$ cat src/pkg/sim_regs.vh
// Register layout and timing counts of the system integrity monitor.
// Included by the monitor top and its clock supervisor.
`ifndef SIM_REGS_VH
`define SIM_REGS_VH
`define SIM_CSR_ADDR 8'h00
`define SIM_CSR_RESET 8'h00
`define SIM_BIT_SRC 7
`define SIM_BIT_DIE 6
`define SIM_BIT_DFLAG 5
`define SIM_BIT_LVRF 4
`define SIM_BIT_RSVD 3
`define SIM_BIT_CFIE 2
`define SIM_BIT_CFF 1
`define SIM_BIT_WDRF 0
`define SIM_CLK_PERIOD_NS 10
`define SIM_DLY_SHORT_CYC 256
`define SIM_DLY_LONG_CYC 4096
`define SIM_DLY_W 13
// Time without an oscillator edge before the safe clock takes over
`define SIM_OSC_LOSS_NS 640
`define SIM_OSC_LOSS_CYC (`SIM_OSC_LOSS_NS / `SIM_CLK_PERIOD_NS)
`define SIM_LOSS_W 8
`endif

$ cat src/core/sim_clkmon.v
// Clock supervisor: glitch filter and loss detector for the main oscillator.
// Assumes osc_in is asynchronous and slower than half of clk.
`timescale 1ns/10ps
`include "sim_regs.vh"
module sim_clkmon
(
   input wire clk,
   input wire rst_n,
   input wire osc_in,
   input wire mon_en,
   input wire filt_en,
   output reg safe_sel_q
);
   reg s1_q;
   reg s2_q;
   reg s3_q;
   reg filt_q;
   reg filt_prev_q;
   reg [`SIM_LOSS_W-1:0] idle_q;
   wire edge_seen;
   wire [31:0] loss_full;
   wire [`SIM_LOSS_W-1:0] loss_lim;
   assign loss_full = `SIM_OSC_LOSS_CYC;
   // Timeout fits the idle counter, upper bits dropped on purpose
   assign loss_lim = loss_full[`SIM_LOSS_W-1:0];
   assign edge_seen = filt_q ^ filt_prev_q;
   always @(posedge clk or negedge rst_n)
   begin
      if (!rst_n)
      begin
         s1_q <= 1'b0;
         s2_q <= 1'b0;
         s3_q <= 1'b0;
         filt_q <= 1'b0;
         filt_prev_q <= 1'b0;
         idle_q <= {`SIM_LOSS_W{1'b0}};
         safe_sel_q <= 1'b0;
      end
      else
      begin
         s1_q <= osc_in;
         s2_q <= s1_q;
         s3_q <= s2_q;
         // filter isolated glitches
         if (!filt_en || (s2_q == s3_q))
            filt_q <= s2_q;
         filt_prev_q <= filt_q;
         if (!mon_en)
         begin
            // Halted or disabled: detector cleared, safe clock released
            idle_q <= {`SIM_LOSS_W{1'b0}};
            safe_sel_q <= 1'b0;
         end
         else if (edge_seen)
         begin
            idle_q <= {`SIM_LOSS_W{1'b0}};
            // switch back on recovery
            safe_sel_q <= 1'b0;
         end
         else if (idle_q == loss_lim)
            // fall back to safe clock
            safe_sel_q <= 1'b1;
         else
            idle_q <= idle_q + 1'b1;
      end
   end
endmodule // sim_clkmon

$ cat src/core/sim_top.v
// System integrity monitor: low-voltage reset, voltage detector, clock security.
// Assumes APB master on pclk; comparator and oscillator inputs asynchronous.
// Operation
// Static reset below rising threshold going up, falling threshold going down
// Drive reset pin low while low-voltage reset is active
// No low-voltage reset unless enabled by option
// Detector flag follows comparator in real time; writes ignored
// Detector works only when low-voltage reset option is on
// Source select: 0 main supply, 1 external detect pin; read/write
// With enable set, interrupt on every detector flag change
// No detector interrupt for crossings inside the reset delay
// Enabling while flag set gives one interrupt at enable
// Detector pending clears on service routine entry
// Detector flag hardware only: 0 above, 1 below threshold
// Filter oscillator glitches only when multiplier enabled
// On oscillator loss switch to safe oscillator
// On oscillator recovery switch back to main clock
// Clock-fail flag set on safe clock; interrupt if enabled
// Events wake from wait but not from halt
// Halt disables clock security; configuration kept
// Event reaches CPU only when enabled and global mask clear
// Reserved bit 3 reads zero; register resets to zero
// Low-voltage flag set by that reset, cleared writing zero
// Clock-fail enable read/write, no effect without option
// Clock-fail flag clears on read after recovery; zero without option
// Watchdog flag set by watchdog reset, cleared by write or LOW_VOLTAGE_RESET_UNIT
// Low-voltage flag survives later external or watchdog resets
// Register read and written in one bus access
`timescale 1ns/10ps
`include "sim_regs.vh"
module sim_top
(
   input wire pclk,
   input wire presetn,
   input wire psel,
   input wire penable,
   input wire pwrite,
   input wire [7:0] paddr,
   input wire [31:0] pwdata,
   output reg [31:0] prdata_q,
   output reg pready_q,
   output reg pslverr_q,
   input wire opt_lvd_en,
   input wire opt_long_delay,
   input wire opt_css_en,
   input wire opt_pll_en,
   input wire supply_below_rise,
   input wire supply_below_fall,
   input wire det_supply_low,
   input wire det_pin_low,
   input wire main_osc,
   input wire wdg_reset_evt,
   input wire det_isr_enter,
   input wire cc_irq_mask,
   input wire wait_mode,
   input wire halt_mode,
   input wire rst_pin_in,
   output reg rst_pin_out_q,
   output reg rst_pin_oe_q,
   output reg lvd_reset_q,
   output reg safe_clk_sel_q,
   output reg safe_osc_en_q,
   output reg det_irq_q,
   output reg clk_fail_irq_q,
   output reg wait_wake_q
);
   // Comparator synchronisers
   reg [3:0] cmp1_q;
   reg [3:0] cmp2_q;
   wire below_rise;
   wire below_fall;
   wire det_vdd;
   wire det_pin;
   reg rst_pin1_q;
   reg rst_pin2_q;
   // Register fields
   reg src_sel_q;
   reg det_ie_q;
   reg lvrf_q;
   reg cf_ie_q;
   reg cff_q;
   reg wdrf_q;
   // Detector state
   reg det_flag_q;
   reg det_prev_q;
   reg det_pend_q;
   reg det_ie_prev_q;
   reg [`SIM_DLY_W-1:0] dly_q;
   reg quiet_q;
   // Clock security
   wire safe_sel;
   wire css_run;
   // Bus decode
   wire acc;
   wire hit;
   wire wr_ok;
   wire rd_ok;
   wire [7:0] csr_val;
   wire det_raw;
   wire det_evt;
   wire det_en_rise;
   wire cf_req;
   wire det_req;
   wire [31:0] dly_long;
   wire [31:0] dly_short;
   wire [`SIM_DLY_W-1:0] dly_lim;
   assign below_rise = cmp2_q[0];
   assign below_fall = cmp2_q[1];
   assign det_vdd = cmp2_q[2];
   assign det_pin = cmp2_q[3];
   assign acc = psel & penable;
   assign hit = (paddr == `SIM_CSR_ADDR);
   // single access
   assign wr_ok = acc & pready_q & pwrite & hit;
   assign rd_ok = acc & pready_q & ~pwrite & hit;
   // Both counts fit the window counter, cut to its width on purpose
   assign dly_long = `SIM_DLY_LONG_CYC;
   assign dly_short = `SIM_DLY_SHORT_CYC;
   assign dly_lim = opt_long_delay ? dly_long[`SIM_DLY_W-1:0] : dly_short[`SIM_DLY_W-1:0];
   // source select
   assign det_raw = src_sel_q ? det_pin : det_vdd;
   // change events, R8 suppressed in delay window
   assign det_evt = (det_flag_q != det_prev_q) & ~quiet_q;
   // enable while below gives one request
   assign det_en_rise = det_ie_q & ~det_ie_prev_q & det_flag_q;
   // enable inert without option
   assign cf_req = cff_q & cf_ie_q & opt_css_en;
   assign det_req = det_pend_q & det_ie_q & opt_lvd_en;
   // halt disables clock security
   assign css_run = opt_css_en & ~halt_mode;
   // reserved bit reads zero
   assign csr_val = {src_sel_q, det_ie_q, det_flag_q, lvrf_q,
                     1'b0, cf_ie_q, cff_q, wdrf_q};

   always @(posedge pclk or negedge presetn)
   begin
      if (!presetn)
      begin
         cmp1_q <= 4'h0;
         cmp2_q <= 4'h0;
         rst_pin1_q <= 1'b1;
         rst_pin2_q <= 1'b1;
      end
      else
      begin
         cmp1_q <= {det_pin_low, det_supply_low, supply_below_fall, supply_below_rise};
         cmp2_q <= cmp1_q;
         rst_pin1_q <= rst_pin_in;
         rst_pin2_q <= rst_pin1_q;
      end
   end

   // Low-voltage reset with hysteresis
   always @(posedge pclk or negedge presetn)
   begin
      if (!presetn)
      begin
         lvd_reset_q <= 1'b0;
         rst_pin_out_q <= 1'b0;
         rst_pin_oe_q <= 1'b0;
      end
      else
      begin
         rst_pin_out_q <= 1'b0;
         // option gate
         if (!opt_lvd_en)
            lvd_reset_q <= 1'b0;
         // rising threshold while held
         else if (lvd_reset_q)
            lvd_reset_q <= below_rise;
         // falling threshold while running
         else
            lvd_reset_q <= below_fall;
         // pull reset pin low
         rst_pin_oe_q <= opt_lvd_en & (lvd_reset_q | below_fall);
      end
   end

   // Reset delay window after the low-voltage reset lets go
   always @(posedge pclk or negedge presetn)
   begin
      if (!presetn)
      begin
         dly_q <= {`SIM_DLY_W{1'b0}};
         quiet_q <= 1'b1;
      end
      else if (lvd_reset_q || !rst_pin2_q)
      begin
         dly_q <= {`SIM_DLY_W{1'b0}};
         quiet_q <= 1'b1;
      end
      else if (quiet_q)
      begin
         // window length follows option
         if (dly_q == dly_lim)
            quiet_q <= 1'b0;
         else
            dly_q <= dly_q + 1'b1;
      end
   end

   // Detector flag and pending request
   always @(posedge pclk or negedge presetn)
   begin
      if (!presetn)
      begin
         det_flag_q <= 1'b0;
         det_prev_q <= 1'b0;
         det_pend_q <= 1'b0;
         det_ie_prev_q <= 1'b0;
      end
      else
      begin
         // hardware-only real-time flag, R5 option gate
         det_flag_q <= det_raw & opt_lvd_en;
         det_prev_q <= det_flag_q;
         det_ie_prev_q <= det_ie_q;
         // set wins over service-entry clear
         if (det_ie_q && opt_lvd_en && (det_evt || det_en_rise))
            det_pend_q <= 1'b1;
         else if (det_isr_enter || !det_ie_q)
            det_pend_q <= 1'b0;
      end
   end

   sim_clkmon u_clkmon
   (
      .clk(pclk),
      .rst_n(presetn),
      .osc_in(main_osc),
      .mon_en(css_run),
      .filt_en(opt_pll_en),
      .safe_sel_q(safe_sel)
   );

   // Safe clock steering
   always @(posedge pclk or negedge presetn)
   begin
      if (!presetn)
      begin
         safe_clk_sel_q <= 1'b0;
         safe_osc_en_q <= 1'b0;
      end
      else
      begin
         // follow the supervisor
         safe_clk_sel_q <= safe_sel & css_run;
         // safe oscillator off in halt
         safe_osc_en_q <= css_run;
      end
   end

   // Register fields
   always @(posedge pclk or negedge presetn)
   begin
      if (!presetn)
      begin
         src_sel_q <= 1'b0;
         det_ie_q <= 1'b0;
         cf_ie_q <= 1'b0;
      end
      else if (wr_ok)
      begin
         // software read/write bits
         src_sel_q <= pwdata[`SIM_BIT_SRC];
         det_ie_q <= pwdata[`SIM_BIT_DIE];
         cf_ie_q <= pwdata[`SIM_BIT_CFIE];
      end
   end

   // Reset cause flags
   always @(posedge pclk or negedge presetn)
   begin
      if (!presetn)
      begin
         lvrf_q <= 1'b0;
         wdrf_q <= 1'b0;
      end
      else
      begin
         // set by low-voltage reset, R24 no other reset clears it
         if (lvd_reset_q)
            lvrf_q <= 1'b1;
         else if (wr_ok && !pwdata[`SIM_BIT_LVRF])
            lvrf_q <= 1'b0;
         // watchdog flag, set beats clear
         if (wdg_reset_evt)
            wdrf_q <= 1'b1;
         else if (lvd_reset_q)
            wdrf_q <= 1'b0;
         else if (wr_ok && !pwdata[`SIM_BIT_WDRF])
            wdrf_q <= 1'b0;
      end
   end

   // Clock-fail flag
   always @(posedge pclk or negedge presetn)
   begin
      if (!presetn)
         cff_q <= 1'b0;
      // forced zero without option
      else if (!opt_css_en)
         cff_q <= 1'b0;
      // set while on safe clock
      else if (safe_sel)
         cff_q <= 1'b1;
      // read clears after recovery
      else if (rd_ok)
         cff_q <= 1'b0;
   end

   // Interrupt requests and wake-up
   always @(posedge pclk or negedge presetn)
   begin
      if (!presetn)
      begin
         det_irq_q <= 1'b0;
         clk_fail_irq_q <= 1'b0;
         wait_wake_q <= 1'b0;
      end
      else
      begin
         // enable and global mask
         det_irq_q <= det_req & ~cc_irq_mask;
         clk_fail_irq_q <= cf_req & ~cc_irq_mask;
         // wake from wait only, never from halt
         wait_wake_q <= wait_mode & ~halt_mode & (det_req | cf_req);
      end
   end

   // APB slave with one wait state
   always @(posedge pclk or negedge presetn)
   begin
      if (!presetn)
      begin
         pready_q <= 1'b0;
         pslverr_q <= 1'b0;
         prdata_q <= 32'h0000_0000;
      end
      else
      begin
         pready_q <= acc & ~pready_q;
         pslverr_q <= acc & ~pready_q & ~hit;
         if (acc && !pready_q && hit && !pwrite)
            prdata_q <= {24'h00_0000, csr_val};
         else
            prdata_q <= 32'h0000_0000;
      end
   end
endmodule // sim_top

$ cat config.mk
export PLATFORM = sky130hd
export DESIGN_NAME = sim_top
export DESIGN_NICKNAME = d
export VERILOG_FILES = /design/src/core/sim_clkmon.v /design/src/core/sim_top.v
export VERILOG_INCLUDE_DIRS = /design/src /design/src/pkg
export SDC_FILE = /design/constraint.sdc
export NUM_CORES = 1
export LEC_CHECK = 0
export BUFFER_PORTS_ARGS = -buffer_cell sky130_fd_sc_hd__buf_2
export CORE_MARGIN = 1
export CORE_UTILIZATION = 45
export CTS_CLUSTER_DIAMETER = 30
export DETAILED_ROUTE_END_ITERATION = 10
export MAX_ROUTING_LAYER = met4
export PLACE_DENSITY_LB_ADDON = 0.08
export SLEW_MARGIN = 20
export SYNTH_ARGS = -nofsm -noshare
export SYNTH_HDL_FRONTEND = slang
export SYNTH_HIERARCHICAL = 1
export SYNTH_SLANG_ARGS = --single-unit
$ cat constraint.sdc
create_clock -name pclk -period 1.7 [get_ports pclk]
set_input_delay 0.255 -clock pclk [delete_from_list [all_inputs] [get_ports pclk]]
set_output_delay 0.255 -clock pclk [all_outputs]
set_load 0.1 [all_outputs]
### Word-level counts from Yosys, hierarchy flattened

Cells that the tools add are included.
Widths: inputs -> output; s select.

* register bits after elaboration: 89
* input port bits: 60
* output and inout bits: 42
* logic and storage cells: 127

* add/subtract/negate cells: 2
* eq/ne operators: 8
* mux-type cells: 27
* bitwise logic cells: 33
* reduce and logical (&&, ||, !) cells: 24

Operators by type and width (number)
* $mux 13: 4
* $mux 8: 4
* $and 1x1->1: 23
* $mux 1: 19
* $add 13x1->13 const B: 1
* $eq 13x13->1: 1
* $add 8x1->8 const B: 1
* $eq 8x7->1 const B: 1
* $logic_not 8->1: 1
* $logic_and 1x1->1: 7
* $logic_not 1->1: 7
* $not 1->1: 7
* $ne 3x1->1 const B: 2
* $reduce_bool 2->1: 3
* $logic_or 1x1->1: 4
* $ne 3x2->1 const B: 1
* $reduce_bool 3->1: 1
* $ne 2x2->1 const B: 1
* $or 1x1->1: 2
* $reduce_and 2->1: 1
* $eq 1x1->1: 1
* $ne 1x1->1: 1
* $xor 1x1->1: 1

### Depth between registers and ports, before layout

* word-level depth: 8
* depth in mapped cells: 6
* mapped depth without buffers: 6

### Modules after synthesis

The synthesis kept the hierarchy.

By module, submodules not included
* sim_top: instances 1, cells an instance 195, area each 2182.1 µm², seq. area each 1255.0 µm²
* sim_clkmon: instances 1, cells an instance 57, area each 619.3 µm², seq. area each 350.3 µm²

### Least setup slack after synthesis

Ideal clock, no wire load.

* path kind: register -> register
* start: reg lvd_reset_q
* end: reg dly_q[0]
* setup time: 0.124 ns
* data arrival time: 1.690 ns
* required time: 1.576 ns
* slack: -0.114 ns
* cell stages (with the launch flop): 5
* path buffers: 1
* period minus slack after synthesis: 1.814 ns
* cell sequence: dfrtp_1 > nand2b_1 > clkbuf_1 > a211oi_1 > o21bai_1

* cells in the longest elaborated chain, start to end: 3
* elaborated cells between the ends (all ways): 5
* those cells by class: eq/ne: 1; mux: 1; reduce/logical: 3

Ends and longest elaborated chain
* start: declaration: RTL line sim_top.v:60 `output reg lvd_reset_q,`
* start signal: assignment: RTL line sim_top.v:170 `lvd_reset_q <= below_rise;`
* start signal: assignment: RTL line sim_top.v:173 `lvd_reset_q <= below_fall;`
* $logic_or 1x1->1 (*): RTL line sim_top.v:187 `else if (lvd_reset_q || !rst_pin2_q)`
* $ne 2x2->1 (no line) or $reduce_bool 2->1 (tied branches)
* $reduce_and 2->1 (no line)
* end signal: assignment: RTL line sim_top.v:184 `` dly_q <= {`SIM_DLY_W{1'b0}}; ``
* end signal: assignment: RTL line sim_top.v:189 `` dly_q <= {`SIM_DLY_W{1'b0}}; ``
* end signal: assignment: RTL line sim_top.v:198 `dly_q <= dly_q + 1'b1;`
* end: declaration: RTL line sim_top.v:88 `` reg [`SIM_DLY_W-1:0] dly_q; ``

Mark *: on every way between the ends. The rest lies on a longest branch, timed or not.
A chain may end at the register's enable or synchronous reset.

### Worst setup path in the final report

* start: reg dly_q[4]
* end: reg dly_q[11]

* cells in the longest elaborated chain, start to end: 4
* elaborated cells between the ends (all ways): 7
* those cells by class: add/sub: 1; eq/ne: 2; mux: 3; reduce/logical: 1

Ends and longest elaborated chain
* $add 13x1->13: RTL line sim_top.v:198
* $mux 13: RTL line sim_top.v:195 `if (dly_q == dly_lim)`
* $mux 13: RTL line sim_top.v:192 `else if (quiet_q)`
* $mux 13: RTL line sim_top.v:187

Parallel ways exist; a longest one is shown, timed or not. The select of a mux whose other input is x is not followed.

==> reports/qor.txt <==
Largest net degree at the start of global routing -> 25
Peak VDD IR -> 635.6 µV
Max frequency -> 0.6322 GHz
Most common cell in the synthesized netlist -> dfrtp_1
Width of the die -> 80.90 µm
Vias per cell -> 4.837
RSZ-0062 raised after global routing -> no
Mean post-synth cell area -> 11.12 µm²
Initial core utilization -> 47.04%
Row cnt -> 28
Fin. Hold Viols -> 0
WL/cell -> 12.67 µm
GRT Total Usage -> 18.57%
N_diodes -> 0
First-pass GRT wire length -> 8652 µm
Hold Crit Class -> in2reg
H-tree depth -> 3
Clock Pin Slew Worst Setup and Hold Paths -> 0.07 ns
I/O Buffers -> 48
Wirelength, routed -> 5131 µm
Syn Std Cell Area -> 2801 µm²
Cells after DPL -> 387
Post-synth top area cell -> dfrtp_1
Final period utilization -> 93.05%
CTS buffer count -> 9
DP Wirelength -> 3697 µm
Lkg Pwr -> 0.001644 µW
CORE AREA -> 5956 µm²
Detailed-router iteration count before antenna repair -> 4
Fin nets -> 389
Synth unique cells -> 45
Top cells by count, synth -> dfrtp_1 (61), buf_4 (26), nor2_1 (19)
CP startpoint kind -> flop
Post-synthesis sequential area ratio -> 57.30%
CP Data Arrival Time -> 1.83 ns
Non-Filler Instances -> 405
# IOs -> 102
Layout area overhead -> 20.68%
Min Tclk post-route -> 1.582 ns
Clock skew -> 0.01116 ns
Die ar. -> 6545 µm²
CTS root buf -> clkbuf_8
Synth top area cells -> dfrtp_1 (54%), buf_4 (7.0%), dfstp_2 (2.8%)
Total gr overflow -> 0
Proportion of layout cells with a drive suffix above 1 -> 30.61%
DRC -> 0
Placed inst area -> 3154 µm²
Cell Pwr Density -> 959.9 nW/µm²
Ys async rst share -> 100.0%
CP Max Fanout -> 4
Setup TNS -> 0 ns
Vias in the first global route -> 1,833
Synth Warn # -> 6
EDFF count, synth -> 0
CTS Sinks -> 64
Final setup vio count -> 0
DRT iter0 DRCs -> 118
Max Cap Viol -> 0
Post-synth top area share -> 54.49%
Initial antenna violation count -> 0
Post-Synthesis Cells -> 252
Worst Path Class, Setup -> reg2reg
Worst-Skew Late Latency -> 0.33 ns
Synth Flop Type -> dfrtp_1
Crit. End Element -> flop
CTS tree -> yes
Post-route cell area -> 3381 µm²
DR vias -> 1,959
Die height -> 80.90 µm
Slew Viols, Final -> 0
Status -> finished, final reports clean
Max clock buf depth -> 2
Yosys reg bits -> 64
Post-route ant nets -> 0
Data required, critical path -> 1.95 ns
GPL Wtd Cong -> 0.7691
==> layer usage <==
metal	vias up	routed length, µm	global-route usage [%]	share of wire (%)
met3	2	206	5.843	4.0
met1	953	2331	22.97	45
met4	0	23	6.429	0.45
met5	-	0	-	0
li1	960	-	-	-
met2	44	2569	28.74	50
==> kinds of logic after synthesis <==
family | synth area share, %
muxes | 1.563
buffers and inverters | 8.174
DFF | 57.30
and+or+nand+nor | 20.46
AOI/OAI and AO/OA | 7.459
adders and majority gates | 1.787
xor gates and xnor gates | 3.127
other | 0.1339
==> cells in the final DEF (no fill, tap or decap), types with 5 or more instances in the layout <==
master	netlist	final
or3_1	5	5
nor2b_1	5	5
dfrtp_1	61	59
nand2_1	13	13
inv_1	7	7
xor2_1	7	7
and2_1	11	10
buf_2	0	48
nand4_1	5	5
o21ai_0	9	9
nand3_1	12	12
nand2b_1	6	6
clkbuf_8	0	11
conb_1	1	26
nor2_1	19	19
a21oi_1	15	15
buf_4	26	15
==> worst paths after layout <==
path,startpoint,end,slack (ns),cells after the start
max,dly_q[4]$_DFFE_PN0P_,dly_q[11]$_DFFE_PN0P_,0.12,5
min,det_supply_low,cmp1_q[2]$_DFF_PN0_,0.03,1
max reg2reg,dly_q[4]$_DFFE_PN0P_,dly_q[11]$_DFFE_PN0P_,0.12,5
min reg2reg,cmp1_q[3]$_DFF_PN0_,cmp2_q[3]$_DFF_PN0_,0.35,0
max in group asynchronous,presetn,rst_pin1_q$_DFF_PN1_,0.76,3
min in group asynchronous,presetn,lvrf_q$_DFFE_PN0P_,0.37,2
==> power breakdown <==
part | switching, µW | internal, µW
Combinational | 408 | 94.4
Sequential | 22.1 | 1560
Clock | 553 | 603
==> final cells by class <==
| type | instances | area [µm²] |
|---|---|---|
| repair buffers | 65 | 382.9 |
| clock inverters | 5 | 31.28 |
| clock buffers | 11 | 151.4 |
| inverters | 7 | 26.28 |
| well taps | 75 | 93.84 |
| flip-flops and latches | 64 | 1608 |
| multi-input cells | 178 | 1087 |
| fillers | 545 | 2575 |
==> sequential cells by signal, summed over array words and instances, names as in the netlist, 4 cells and up <==
register,count
dly_q,13
u_clkmon/idle_q,8
prdata_q,7
cmp1_q,4
cmp2_q,4
==> per-stage QoR <==
| step | total power [µW] | setup WS [ns] | hold slack [ns] | util (%) |
|---|---|---|---|---|
| 5_1_grt | 3396 | 0.005982 | 0.007611 | 56.76 |
| 4_1_cts | 3284 | 0.06434 | 0.01591 | 56.41 |
| 6_report | 3245 | 0.1182 | 0.03361 | 56.76 |
| 2_1_floorplan | 2031 | 0.1205 | -0.04059 | - |
| 3_3_place_gp | 2105 | -0.03458 | 0.1863 | 52.96 |
| 3_5_place_dp | 2110 | 0.02070 | 0.1829 | 52.96 |
==> critical path, cell delays in order (launching register included) <==
cell and delay, ns:
dfrtp_1 0.42, buf_4 0.16, and3_4 0.20, nand2b_1 0.07, or4b_1 0.50, a21oi_1 0.17
==> what timing repair did <==
item,CTS,global route
endpoints found under the hold margin,12,0
pin swaps,1,2
resized for setup,2,4
hold buffers,1,0
setup buffers,0,1
endpoints found under the setup margin,1,3
Power figures use the tool's default switching activity.
